`config.mk`:
```
export PLATFORM = sky130hd
export DESIGN_NAME = dds_ctrl
export DESIGN_NICKNAME = d
export VERILOG_FILES = /design/src/dds_pkg.sv /design/src/dds_regmem.sv /design/src/dds_ctrl.sv
export SDC_FILE = /design/constraint.sdc
export NUM_CORES = 1
export LEC_CHECK = 0
export ABC_AREA = 1
export ABC_CLOCK_PERIOD_IN_PS = 6600
export BUFFER_PORTS_ARGS = -buffer_cell sky130_fd_sc_hd__buf_2
export CAP_MARGIN = 5
export CORE_ASPECT_RATIO = 0.75
export CORE_MARGIN = 2
export CORE_UTILIZATION = 40
export CTS_CLUSTER_DIAMETER = 40
export DETAILED_ROUTE_END_ITERATION = 10
export GPL_TIMING_DRIVEN = 0
export SYNTH_ARGS = -nofsm -noshare
export SYNTH_HDL_FRONTEND = slang
export SYNTH_SLANG_ARGS = --single-unit
```
`constraint.sdc`:
```
create_clock -name clk_sys -period 6.6 [get_ports clk_sys]
set_input_delay 0.66 -clock clk_sys [delete_from_list [all_inputs] [get_ports clk_sys]]
set_output_delay 0.66 -clock clk_sys [all_outputs]
set_load 0.05 [all_outputs]
```
`src/dds_pkg.sv`:
```
// Purpose: Shared constants for the update and amplitude control block.
// Assumes: Byte-wide register port with 6-bit addresses, 200 MHz system clock.
// Notes: Bit positions inside control bytes are local choices where unspecified.
package dds_pkg;
  localparam logic [5:0] ADDR_PHASE1_HI = 6'h00;
  localparam logic [5:0] ADDR_PHASE1_LO = 6'h01;
  localparam logic [5:0] ADDR_PHASE2_HI = 6'h02;
  localparam logic [5:0] ADDR_PHASE2_LO = 6'h03;
  localparam logic [5:0] ADDR_UPD_B3 = 6'h16;
  localparam logic [5:0] ADDR_UPD_B0 = 6'h19;
  localparam logic [5:0] ADDR_RAMP_RATE = 6'h25;
  localparam logic [5:0] ADDR_PWR = 6'h1d;
  localparam logic [5:0] ADDR_UPD_CTL = 6'h1f;
  localparam logic [5:0] ADDR_KEY_CTL = 6'h20;
  localparam logic [5:0] ADDR_AMP_HI = 6'h21;
  localparam logic [5:0] ADDR_AMP_LO = 6'h22;
  localparam logic [5:0] ADDR_AUX_HI = 6'h26;
  localparam logic [5:0] ADDR_AUX_LO = 6'h27;
  localparam logic [5:0] ADDR_MEM_LAST = 6'h27;
  localparam int BIT_COS_PD = 2;
  localparam int BIT_AUX_PD = 1;
  localparam int BIT_INT_UPD = 0;
  localparam int BIT_MODE_LSB = 1;
  localparam int BIT_KEY_EN = 5;
  localparam int BIT_RAMP_INT = 4;
  localparam logic [7:0] RST_UPD_CTL = 8'h01;
  localparam logic [7:0] RST_ZERO = 8'h00;
  localparam logic [2:0] MODE_PHASE_KEY = 3'h4;
  localparam logic [31:0] UPD_PIN_MIN = 32'h0000_0005;
  localparam logic [7:0] RAMP_MIN = 8'h03;
  localparam logic [3:0] UPD_HIGH_CYC = 4'h8;
  localparam logic [11:0] AMP_FULL = 12'hfff;
  localparam logic [11:0] AMP_ZERO = 12'h000;
endpackage : dds_pkg

```
`src/dds_regmem.sv`:
```
// Purpose: Byte buffer memory written by the programming port.
// Assumes: One write or one read per clock.
// Notes: Read data is registered; entries clear at reset except the update control byte, which loads 01.
`timescale 1ns/1ps
module dds_regmem
  import dds_pkg::*;
#(
  parameter int DEPTH = 40
) (
  input wire logic clk_sys,
  input wire logic resetn,
  input wire logic wr_en,
  input wire logic [5:0] addr,
  input wire logic [7:0] wr_data,
  output logic [7:0] rd_data,
  output logic [8*DEPTH-1:0] flat
);
  logic [7:0] mem_reg [DEPTH];

  genvar gi;
  generate
    for (gi = 0; gi < DEPTH; gi++) begin : g_byte
      always_ff @(posedge clk_sys or negedge resetn) begin
        if (!resetn) begin
          mem_reg[gi] <= (6'(gi) == ADDR_UPD_CTL) ? RST_UPD_CTL : RST_ZERO;
        end else if (wr_en && addr == 6'(gi)) begin
          mem_reg[gi] <= wr_data;
        end
      end
      assign flat[8*gi +: 8] = mem_reg[gi];
    end
  endgenerate

  always_ff @(posedge clk_sys or negedge resetn) begin
    if (!resetn) begin
      rd_data <= RST_ZERO;
    end else begin
      rd_data <= (int'(addr) < DEPTH) ? mem_reg[addr] : RST_ZERO;
    end
  end
endmodule : dds_regmem

```
`src/dds_ctrl.sv`:
```
// Purpose: Update clock, phase-key select and shaped amplitude control.
// Assumes: Host pins are synchronous except the update pin, which is synchronised.
// Notes: Buffered bytes reach the active bank only on an update strobe.
`timescale 1ns/1ps
// Summary of operation
// - In phase-key mode, phase-select low uses first phase offset, high uses second; other modes use first.
// - Port writes land in a buffer, active only after transfer.
// - Transfer happens only on rising update edge, pin or internal counter.
// - External update edge is synchronised before use.
// - Internal/external select resets high; low makes pin an input.
// - Internal down-counter at half clock rate updates on reaching zero.
// - Update interval is (N+1) times two clock periods.
// - Internal update pulse drives pin high for eight clocks.
// - Count below 5 holds pin high while updates continue.
// - Keying disabled bypasses multiplier at full scale.
// - Internal-ramp bit selects ramp, else user 12-bit amplitude register.
// - 8-bit rate counter pulses at zero, each advancing 12-bit amplitude.
// - Multiplier scales proportionally over 4096 steps, zero gives zero.
// - Pulse spacing is count plus one clocks; count below 3 stalls.
// - Full ramp takes 4095 rate pulses.
// - Keying pin high ramps up and holds, low ramps down.
// - Cosine power-down bit powers down cosine converter.
// - Aux converter takes twos-complement 12-bit register value.
// - Aux power-down bit acts independently of cosine power-down.
module dds_ctrl
  import dds_pkg::*;
#(
  parameter int SAMPLE_W = 12
) (
  input wire logic clk_sys,
  input wire logic resetn,
  input wire logic [5:0] prog_addr,
  input wire logic [7:0] prog_wdata,
  input wire logic prog_wr,
  output logic [7:0] prog_rdata,
  input wire logic phase_select_pin,
  input wire logic keying_pin,
  input wire logic update_strobe_pin_in,
  output logic update_strobe_pin_out,
  output logic update_strobe_pin_oe,
  input wire logic signed [SAMPLE_W-1:0] cosine_sample,
  output logic signed [SAMPLE_W-1:0] cosine_dac_data,
  output logic [13:0] phase_offset,
  output logic cosine_dac_powerdown,
  output logic aux_dac_powerdown,
  output logic signed [11:0] aux_dac_data,
  output logic update_strobe
);
  localparam int DEPTH = int'(ADDR_MEM_LAST) + 1;

  logic [8*DEPTH-1:0] buf_flat;
  logic [8*DEPTH-1:0] act_reg;
  logic wr_en;

  assign wr_en = prog_wr;

  dds_regmem #(.DEPTH(DEPTH)) u_mem (
    .clk_sys(clk_sys),
    .resetn(resetn),
    .wr_en(wr_en),
    .addr(prog_addr),
    .wr_data(prog_wdata),
    .rd_data(prog_rdata),
    .flat(buf_flat)
  );

  function automatic logic [7:0] byte_at(input logic [8*DEPTH-1:0] v, input logic [5:0] a);
    byte_at = v[8*a +: 8];
  endfunction : byte_at

  // Control bytes of the active bank, split out so that single bits can be picked.
  logic [7:0] upd_ctl_byte;
  logic [7:0] key_ctl_byte;
  logic [7:0] pwr_byte;
  logic [7:0] ph1_hi_byte;
  logic [7:0] ph2_hi_byte;
  logic [7:0] amp_hi_byte;
  logic [7:0] aux_hi_byte;
  assign upd_ctl_byte = byte_at(act_reg, ADDR_UPD_CTL);
  assign key_ctl_byte = byte_at(act_reg, ADDR_KEY_CTL);
  assign pwr_byte = byte_at(act_reg, ADDR_PWR);
  assign ph1_hi_byte = byte_at(act_reg, ADDR_PHASE1_HI);
  assign ph2_hi_byte = byte_at(act_reg, ADDR_PHASE2_HI);
  assign amp_hi_byte = byte_at(act_reg, ADDR_AMP_HI);
  assign aux_hi_byte = byte_at(act_reg, ADDR_AUX_HI);

  // Update select and count come from the active bank, so a new count starts after an update.
  logic int_upd;
  logic [31:0] upd_count;
  assign int_upd = upd_ctl_byte[BIT_INT_UPD];
  assign upd_count = {byte_at(act_reg, ADDR_UPD_B3), byte_at(act_reg, 6'(ADDR_UPD_B3 + 6'h01)),
                      byte_at(act_reg, 6'(ADDR_UPD_B3 + 6'h02)), byte_at(act_reg, ADDR_UPD_B0)};

  // External update pin synchroniser and edge detect.
  logic ext_s1_reg, ext_s2_reg, ext_s3_reg;
  always_ff @(posedge clk_sys or negedge resetn) begin
    if (!resetn) begin
      ext_s1_reg <= 1'b0;
      ext_s2_reg <= 1'b0;
      ext_s3_reg <= 1'b0;
    end else begin
      ext_s1_reg <= update_strobe_pin_in;
      ext_s2_reg <= ext_s1_reg;
      ext_s3_reg <= ext_s2_reg;
    end
  end
  logic ext_edge;
  assign ext_edge = ext_s2_reg && !ext_s3_reg && !int_upd;

  // Internal down-counter ticks every second clock.
  logic half_reg;
  logic [31:0] down_reg;
  logic int_tick;
  always_ff @(posedge clk_sys or negedge resetn) begin
    if (!resetn) begin
      half_reg <= 1'b0;
    end else begin
      half_reg <= !half_reg;
    end
  end
  assign int_tick = int_upd && half_reg && (down_reg == 32'h0000_0000);

  always_ff @(posedge clk_sys or negedge resetn) begin
    if (!resetn) begin
      down_reg <= 32'h0000_0000;
    end else if (!int_upd) begin
      down_reg <= upd_count;
    end else if (half_reg) begin
      down_reg <= (down_reg == 32'h0000_0000) ? upd_count : down_reg - 32'h0000_0001;
    end
  end

  assign update_strobe = ext_edge || int_tick;

  // Transfer buffer to active bank on update.
  always_ff @(posedge clk_sys or negedge resetn) begin
    if (!resetn) begin
      for (int i = 0; i < DEPTH; i++) begin
        act_reg[8*i +: 8] <= (6'(i) == ADDR_UPD_CTL) ? RST_UPD_CTL : RST_ZERO;
      end
    end else if (update_strobe) begin
      act_reg <= buf_flat;
    end
  end

  // Pin drive: eight-cycle high pulse, or held high for small counts.
  logic [3:0] hi_cnt_reg;
  always_ff @(posedge clk_sys or negedge resetn) begin
    if (!resetn) begin
      hi_cnt_reg <= 4'h0;
    end else if (int_tick) begin
      hi_cnt_reg <= UPD_HIGH_CYC;
    end else if (hi_cnt_reg != 4'h0) begin
      hi_cnt_reg <= hi_cnt_reg - 4'h1;
    end
  end
  assign update_strobe_pin_oe = int_upd;
  assign update_strobe_pin_out = int_upd && ((hi_cnt_reg != 4'h0) || (upd_count < UPD_PIN_MIN));

  // Phase offset selection.
  logic [2:0] mode;
  logic [13:0] ph1, ph2;
  assign mode = upd_ctl_byte[BIT_MODE_LSB +: 3];
  assign ph1 = {ph1_hi_byte[5:0], byte_at(act_reg, ADDR_PHASE1_LO)};
  assign ph2 = {ph2_hi_byte[5:0], byte_at(act_reg, ADDR_PHASE2_LO)};
  always_ff @(posedge clk_sys or negedge resetn) begin
    if (!resetn) begin
      phase_offset <= 14'h0000;
    end else begin
      phase_offset <= (mode == MODE_PHASE_KEY && phase_select_pin) ? ph2 : ph1;
    end
  end

  // Shaped keying ramp.
  logic key_en, ramp_int;
  logic [7:0] rate;
  logic [11:0] user_amp;
  assign key_en = key_ctl_byte[BIT_KEY_EN];
  assign ramp_int = key_ctl_byte[BIT_RAMP_INT];
  assign rate = byte_at(act_reg, ADDR_RAMP_RATE);
  assign user_amp = {amp_hi_byte[3:0], byte_at(act_reg, ADDR_AMP_LO)};

  logic [7:0] rate_reg;
  logic rate_pulse;
  assign rate_pulse = (rate >= RAMP_MIN) && (rate_reg == 8'h00);
  always_ff @(posedge clk_sys or negedge resetn) begin
    if (!resetn) begin
      rate_reg <= 8'h00;
    end else if (rate < RAMP_MIN) begin
      rate_reg <= rate_reg;
    end else if (rate_reg == 8'h00) begin
      rate_reg <= rate;
    end else begin
      rate_reg <= rate_reg - 8'h01;
    end
  end

  logic [11:0] amp_reg;
  always_ff @(posedge clk_sys or negedge resetn) begin
    if (!resetn) begin
      amp_reg <= AMP_ZERO;
    end else if (rate_pulse) begin
      if (keying_pin && amp_reg != AMP_FULL) begin
        amp_reg <= amp_reg + 12'h001;
      end else if (!keying_pin && amp_reg != AMP_ZERO) begin
        amp_reg <= amp_reg - 12'h001;
      end
    end
  end

  logic [11:0] scale;
  logic signed [SAMPLE_W+12:0] prod;
  assign scale = ramp_int ? amp_reg : user_amp;
  assign prod = cosine_sample * $signed({1'b0, scale});

  always_ff @(posedge clk_sys or negedge resetn) begin
    if (!resetn) begin
      cosine_dac_data <= '0;
    end else if (!key_en) begin
      cosine_dac_data <= cosine_sample;
    end else begin
      cosine_dac_data <= prod[SAMPLE_W+11:12];
    end
  end

  // Converter controls.
  always_ff @(posedge clk_sys or negedge resetn) begin
    if (!resetn) begin
      cosine_dac_powerdown <= 1'b0;
      aux_dac_powerdown <= 1'b0;
      aux_dac_data <= 12'sh000;
    end else begin
      cosine_dac_powerdown <= pwr_byte[BIT_COS_PD];
      aux_dac_powerdown <= pwr_byte[BIT_AUX_PD];
      aux_dac_data <= {aux_hi_byte[3:0], byte_at(act_reg, ADDR_AUX_LO)};
    end
  end
endmodule : dds_ctrl

```
==> results by group, run 1 <==
Drt
  – DR WL/cell: 20.2 µm
  – Vias: between 20000 and 25000
  – DR iter-0 viols: 2631
  – DRC viols: 0
  – Vias per cell: 5.41
  – Total length of routed wires: 90500 µm
  – Post-DRT Antenna Nets: 0
  – DR pass1 iterations: 9

Worst setup path
  – Req. time, crit path: a little over 7 ns
  – Most frequent CP cell: fa_1
  – Critical-path top delay cell: fa_1
  – Crit path max fanout: 10
  – Critical Path AT: 6.74 ns
  – RR Endpoint: cosine_dac_data[3]
  – CP cell instances: clkbuf_1 -> nand2_1 -> o21ai_1 -> clkinv_1 -> nand2_1 -> fa_1 -> inv_1 -> fa_1 -> fa_1 -> fa_1 -> inv_1 -> fa_1 -> inv_1 -> ha_1 -> nand2_1 -> nor2_1 -> inv_1 -> nor3_1 -> a21oi_1 -> or2_2 -> nand3_1 -> nand2_1
  – Worst reg2reg setup slack: approximately 0.38 ns
  – Slowest cell delay on critical path: 0.57 ns
  – Largest delay contributor family on the critical path: adder cells
  – FF-to-FF path depth: 22
  – Buf+Inv Stages, Crit Path: 6
  – CP Launch Type: flop
  – Reg2reg start: act_reg[260]
  – Critical Path Sink Type: flop
  – Setup CP Type: reg2reg

Synth
  – Post-synth cell types: 48
  – Avg Inst Size Synth: 8.51 µm²
  – Synth area leader: dfrtp_1
  – Synth Flop Type: dfrtp_1
  – Register bit total from synthesis: between 500 and 600
  – Mapped Area: 28200 µm²
  – Asr flop ratio synth: 100%
  – Syn_nets: 3534
  – Register area share after synthesis: a little under half
  – Synth area leaders: dfrtp_1 47%, nand2_1 12%, o21ai_0 8.0%
  – Synth top area share: 46.6%
  – Post-synth EDFFs: 0
  – Yosys warns: 0
  – Gate Count Post-Synth: 3319

Floorplanning
  – I/O Pins: 83
  – Core ar.: 70000 µm²
  – Die height: 234 µm
  – Std cell rows: 84
  – Starting Density: between 40% and 50%
  – DIE WIDTH: 311 µm
  – Die area: roughly 73000 µm²

STA
  – Max Clk Rate: 161 MHz
  – Max Slew Vio Count: 0
  – Final Hold Viols: 0
  – Final setup skew: 0.0317 ns
  – RSZ-0062 raised after global routing: false
  – Tcrit/Tclk final: 94.3%
  – Period minus WS final: 6.22 ns
  – Slew headroom: 29.7%
  – Worst-margin pin slew: 1.04 ns
  – Worst setup margin: about 0.38 ns
  – Final number of setup-violating endpoints: 0

Min path
  – Hold Crit Class: in2reg
  – Hold_sp: update_strobe_pin_in
  – Hold Path Depth: 1
  – Hold Crit Endpoint: ext_s1_reg

GRT
  – GR Util All Layers: about a quarter
  – Initial antenna violation count: 0
  – Number of global-route vias before repair: 23500
  – GRT Residual Overflow: 0
  – Global-route wire length before repair: between 100000 and 150000 µm
  – Largest net degree at the start of global routing: approximately 100

CTS
  – CTS buffer count: 75
  – Clock root buffer: clkbuf_16
  – Clock Pin Slew Worst Setup and Hold Paths: approximately 0.06 ns
  – Worst-Skew Late Latency: around 0.64 ns
  – CTS Buffer Depth: 3
  – TritonCTS clock tree: built
  – Setup repair bufs after CTS: 0
  – Clock sink count: 528
  – CTS H-Tree Depth: 3

Finish
  – Layout cells sized above 1: 8.67%
  – Footprint of the multi-input gates: 12900 µm²
  – Post-layout util: 46.6%
  – Reg area: 13200 µm²
  – Layout Nets: around 3700
  – Fillers: 6937
  – Max reg flops: 320
  – Area growth, synth to finish: 15.5%

Placed design
  – Dpl hpwl: about 66000 µm
  – Routability Congestion: 0.975
  – DP Worst Slack: 0.167 ns
  – Port buffer count: 77

Flow run
  – Maxcap violations: 0

Power
  – Power Dens Cells: slightly below 600 nW/µm²
  – Max rail drop VDD: 892 µV
  – Static leakage: 15.7 nW

Run status
  – Outcome: finished clean
==> metal layers <==
metal  global-route usage [%]  part of all wire (%)  wire length [µm]
met1                     38.1                    48             43500
met2                     34.5                    40             35800
met3                     6.95                   9.4              8510
met4                     7.74                   3.0              2680
met5                        0                     0                 0
==> area by class of cell <==
type,instances,share of cell area (%)
antenna,1,0.00767
buffer,164,2.31
clock buffer,93,6.30
clock inverter,45,1.82
inverter,367,4.22
multi-input combinational,2260,39.5
sequential,528,40.5
tap,946,3.63
timing repair buffer,83,1.66
==> worst reg2reg max path, stage by stage, from the launching register on <==
cell and delay, ns:
dfrtp_1 0.44, clkbuf_1 0.37, nand2_1 0.09, o21ai_1 0.29
clkinv_1 0.47, nand2_1 0.21, fa_1 0.42, inv_1 0.09
fa_1 0.44, fa_1 0.52, fa_1 0.55, inv_1 0.05
fa_1 0.57, inv_1 0.06, ha_1 0.40, nand2_1 0.15
nor2_1 0.16, inv_1 0.07, nor3_1 0.21, a21oi_1 0.14
or2_2 0.28, nand3_1 0.07, nand2_1 0.06
==> power breakdown <==
group	internal (W)	switching, W
logic	0.00379	0.00692
registers	0.00387	0.000421
clock network	0.00256	0.00168
total	0.0102	0.00902
==> per-stage QoR <==
| step | instance area [µm²] | hold WS [ns] | total power, W | instances | TNS [ns] |
|---|---|---|---|---|---|
| 2_1_floorplan | 28200 | 0.331 | 0.0121 | 3319 | 0 |
| 3_3_place_gp | 29800 | 0.334 | 0.0148 | 4342 | -3425.65 |
| 3_5_place_dp | 30000 | 0.341 | 0.0148 | 4347 | 0 |
| 4_1_cts | 32600 | 0.124 | 0.0192 | 4486 | 0 |
| 5_1_grt | 32600 | 0.121 | 0.0210 | 4486 | 0 |
| 6_report | 32600 | 0.147 | 0.0192 | 4487 | 0 |
==> worst max path at each step <==
stage	cells after the start	to	start
after floorplan	18	cosine_dac_data[2]	act_reg[260]
after global placement	1	phase_offset[6]	resetn
after detailed placement	19	cosine_dac_data[2]	act_reg[260]
after CTS	19	cosine_dac_data[2]	act_reg[260]
after global routing	21	cosine_dac_data[3]	act_reg[260]
final	22	cosine_dac_data[3]	act_reg[260]
==> cells in the final DEF (no fill, tap or decap), types with 7 or more instances in the layout <==
cell,n
clkinvlp_4,7
o21ai_2,14
clkbuf_1,123
fa_1,100
or2_2,9
bufinv_16,7
nand4_1,27
inv_2,9
clkinv_2,7
nand3_1,77
clkbuf_16,76
dfrtp_1,526
o22ai_1,39
nor4_1,10
nor2_1,199
nand2_1,909
xor2_1,30
o211ai_1,7
clkbuf_8,9
o21ai_1,63
buf_1,12
mux2_2,14
o21ai_0,446
buf_6,14
ha_1,83
buf_2,98
a22o_1,12
inv_1,354
nand3b_1,7
xnor2_1,9
a21oi_1,55
nor3_1,7
a22oi_1,104
inv_6,9
==> what timing repair did <==
action / CTS / global route
hold endpoints to repair: 9 / 0
gates resized for setup: 0 / 8
endpoints found under the setup margin: 0 / 7
hold buffers: 1 / 0
==> synth_stat cells (2+ instances only) <==
| cell | instances |
|---|---|
| dfstp_2 | 2 |
| o31ai_1 | 2 |
| clkinv_1 | 8 |
| o221ai_1 | 4 |
| clkbuf_1 | 115 |
| nor2_1 | 199 |
| a22oi_1 | 104 |
| inv_2 | 5 |
| buf_6 | 14 |
| nor2_2 | 4 |
| o21ai_1 | 59 |
| o21ai_0 | 450 |
| nand3b_1 | 7 |
| or2_2 | 9 |
| buf_2 | 22 |
| nor3_1 | 7 |
| xor2_1 | 30 |
| o21bai_1 | 4 |
| nand4_1 | 27 |
| a31oi_1 | 4 |
| fa_1 | 100 |
| o21a_1 | 3 |
| nor4_1 | 10 |
| a21oi_1 | 55 |
| ha_1 | 83 |
| nand3_1 | 77 |
| o22ai_1 | 39 |
| nand2_1 | 909 |
| o211ai_1 | 7 |
| a21boi_0 | 2 |
| mux2_2 | 14 |
| dfrtp_1 | 526 |
| nor3_2 | 2 |
| buf_1 | 12 |
| a22o_1 | 12 |
| inv_1 | 354 |
| xnor2_1 | 9 |
| o21ai_2 | 14 |
| a21o_1 | 6 |
==> logic make-up (layout without fill, tap and decap cells) <==
| group | after synthesis | count (layout) | share of synthesized area (%) |
|---|---|---|---|
| buffers and inverters | 531 | 752 | 7.54 |
| AO/OA/AOI/OAI | 769 | 769 | 15.4 |
| multiplexers | 14 | 14 | 0.558 |
| AND/OR/NAND/NOR | 1255 | 1255 | 17.7 |
| adder cells (fa/ha/maj) | 183 | 183 | 10.8 |
| XOR/XNOR | 39 | 39 | 1.21 |
| flip-flops | 528 | 528 | 46.8 |
| other | 0 | 1 | 0 |
No activity file was read; power rests on OpenSTA's default activity.
==> run 2, diff against run 1 <==
Settings changed: GPL_TIMING_DRIVEN 0 to 1.
==> results by group, run 2 (synthesis gave the netlist of run 1 again) <==
Run status
  – Outcome: finished clean

Drt
  – Post-DRT Antenna Nets: 0 (unchanged)
  – Total length of routed wires: 78400 µm (-13%)
  – DR iter-0 viols: 2000 (-24%)
  – DR WL/cell: 17.9 µm (-11%)
  – Vias: 22700 (-6.3%)
  – Vias per cell: 5.20 (-3.8%)
  – DR pass1 iterations: 5 (-4)
  – DRC viols: 0 (unchanged)

Finish
  – Layout cells sized above 1: 9.32% (+0.65 points)
  – Fillers: 6853 (-1.2%)
  – Non-filler instance count after layout: 4369 (-2.6%)
  – Max reg flops: 320 (unchanged)
  – Most frequent cells in the layout: 909 x nand2_1, 526 x dfrtp_1, 450 x o21ai_0, 354 x inv_1, 197 x nor2_1
  – Area growth, synth to finish: 15.2%
  – Reg area: 13200 µm² (unchanged)
  – Footprint of the multi-input gates: 12900 µm² (+0.17%)
  – Layout Nets: 3566 (-3.5%)
  – Commonest non-fill, non-tap cell in the layout: nand2_1
  – Number of diodes: 0 (-1)

Power
  – Max rail drop VDD: 1000 µV (+12%)
  – Static leakage: 15.7 nW (about the same)
  – Tot Pwr: 0.0196 W (+1.7%)
  – Power Dens Cells: 601 nW/µm² (+2.0%)

Worst setup path
  – Critical Path Sink Type: flop
  – Req. time, crit path: 7.10 ns (-0.02 ns)
  – Reg2reg start: act_reg[260]
  – CP Launch Type: flop
  – CP startpoint: act_reg[260]
  – RR Endpoint: cosine_dac_data[2]
  – Critical Path AT: 6.50 ns (-0.24 ns)
  – Crit path max fanout: 25 (+15)
  – FF-to-FF path depth: 17 (-23%)
  – Setup CP Type: reg2reg
  – Worst reg2reg setup slack: 0.60 ns (+0.23 ns)

Placed design
  – Port buffer count: 82 (+6.5%)
  – DP Worst Slack: 0.652 ns (+0.484 ns)
  – Dpl hpwl: 52900 µm (-20%)
  – Routability Congestion: 0.891 (-8.6%)
  – Post-Place Cells: 4210 (-3.2%)

GRT
  – GR Util All Layers: 21.9% (-3.2 points)
  – Number of global-route vias before repair: 21800 (-6.9%)
  – Initial antenna violation count: 1 (+1)
  – Global-route wire length before repair: 126000 µm (-11%)
  – GRT Residual Overflow: 0 (unchanged)
  – Largest net degree at the start of global routing: 167 (+61%)

CTS
  – TritonCTS clock tree: built
  – Post-CTS resize count: 0 (unchanged)
  – CTS Buffer Depth: 3 (unchanged)
  – Clock root buffer: clkbuf_16
  – Clock sink count: 528 (unchanged)
  – Hold Buf Count CTS: 0 (-1)
  – Setup repair bufs after CTS: 0 (unchanged)
  – Clock Pin Slew Worst Setup and Hold Paths: 0.05 ns (about the same)
  – CTS buffer count: 85 (+13%)
  – Worst-Skew Late Latency: 0.64 ns (about the same)
  – CTS H-Tree Depth: 3 (unchanged)

STA
  – Worst setup margin: 0.603 ns (+0.225 ns)
  – Period minus WS final: 6.00 ns (-0.225 ns)
  – Tcrit/Tclk final: 90.9% (-3.4 points)
  – Fin Setup TNS: 0 ns (unchanged)
  – Max Clk Rate: 167 MHz (+3.8%)
  – Worst-margin pin slew: 1.09 ns (+0.0427 ns)
  – Final number of setup-violating endpoints: 0 (unchanged)
  – Hold Slack: 0.0580 ns (-0.0887 ns)
  – Final setup skew: 0.0427 ns (+0.0110 ns)
  – Final Hold Viols: 0 (unchanged)
  – RSZ-0062 raised after global routing: false
  – Slew headroom: 27.5% (-2.2 points)
  – Max Slew Vio Count: 0 (unchanged)

Min path
  – Hold Crit Class: in2async

Floorplanning
  – Core ar.: 70000 µm² (unchanged)
  – Starting Density: 40.3% (unchanged)
  – Die height: 234 µm (unchanged)
  – DIE WIDTH: 311 µm (unchanged)
  – Die area: 72800 µm² (unchanged)
  – Std cell rows: 84 (unchanged)
  – I/O Pins: 83 (unchanged)

Flow run
  – Maxcap violations: 0 (unchanged)
==> run 2: changes by cell type in the layout (fill, tap and decap cells not counted), moves of 7 or more <==
cell / before / now
buf_1: 12 / 0
buf_2: 98 / 81
buf_4: 1 / 23
buf_6: 14 / 0
bufinv_16: 7 / 15
clkbuf_1: 123 / 6
clkbuf_16: 76 / 86
inv_6: 9 / 16
==> run 2: per-layer routing <==
layer  track usage, %  up-vias  part of all wire (%)
li1                 -    10900                     -
met1             34.2    11000                    50
met2             30.0      732                    40
met3             5.38      100                   8.2
met4             5.46        0                   1.9
met5                0        -                     0
==> run 2: worst max path at each step <==
stage / end / slack, ns
finish: cosine_dac_data[2] / 0.60
global placement: cosine_dac_data[2] / 0.76
floorplan: cosine_dac_data[2] / 1.33
global route: cosine_dac_data[3] / 0.06
detailed placement: cosine_dac_data[3] / 0.65
CTS: cosine_dac_data[2] / 0.61
==> run 2: metrics by stage <==
| stage | area (µm²) | utilization, % |
|---|---|---|
| after detailed placement | 29400 | 42.0 |
| after CTS | 32500 | 46.5 |
| after global placement | 29400 | 42.0 |
| final | 32500 | 46.5 |
| after global routing | 32500 | 46.5 |
| after floorplan | 28200 | - |
==> run 2: layout make-up <==
class	count	share of cell area, %
Clock inverter	61	2.75
Timing Repair Buffer	109	2.07
Multi-Input combinational cell	2260	39.7
Sequential cell	528	40.6
Clock buffer	98	6.94
Tap cell	946	3.64
Inverter	367	4.24
==> run 2: worst max-delay path: stages (launching register included) <==
cell and delay, ns:
dfrtp_1 0.58, o21ai_0 0.48, clkinv_1 0.42, nor2_1 0.25, fa_1 0.44, fa_1 0.52
fa_1 0.54, fa_1 0.56, inv_1 0.06, fa_1 0.53, inv_1 0.04, ha_1 0.34
a21oi_1 0.23, a21boi_0 0.36, nand2_1 0.11, or2_2 0.28, nand3_1 0.07, nand2_1 0.06
==> run 2: power breakdown <==
part	internal, W	switching (W)	total (W)
combinational	0.00373	0.00666	0.0104
sequential	0.00387	0.000414	0.00428
clock	0.00311	0.00177	0.00489
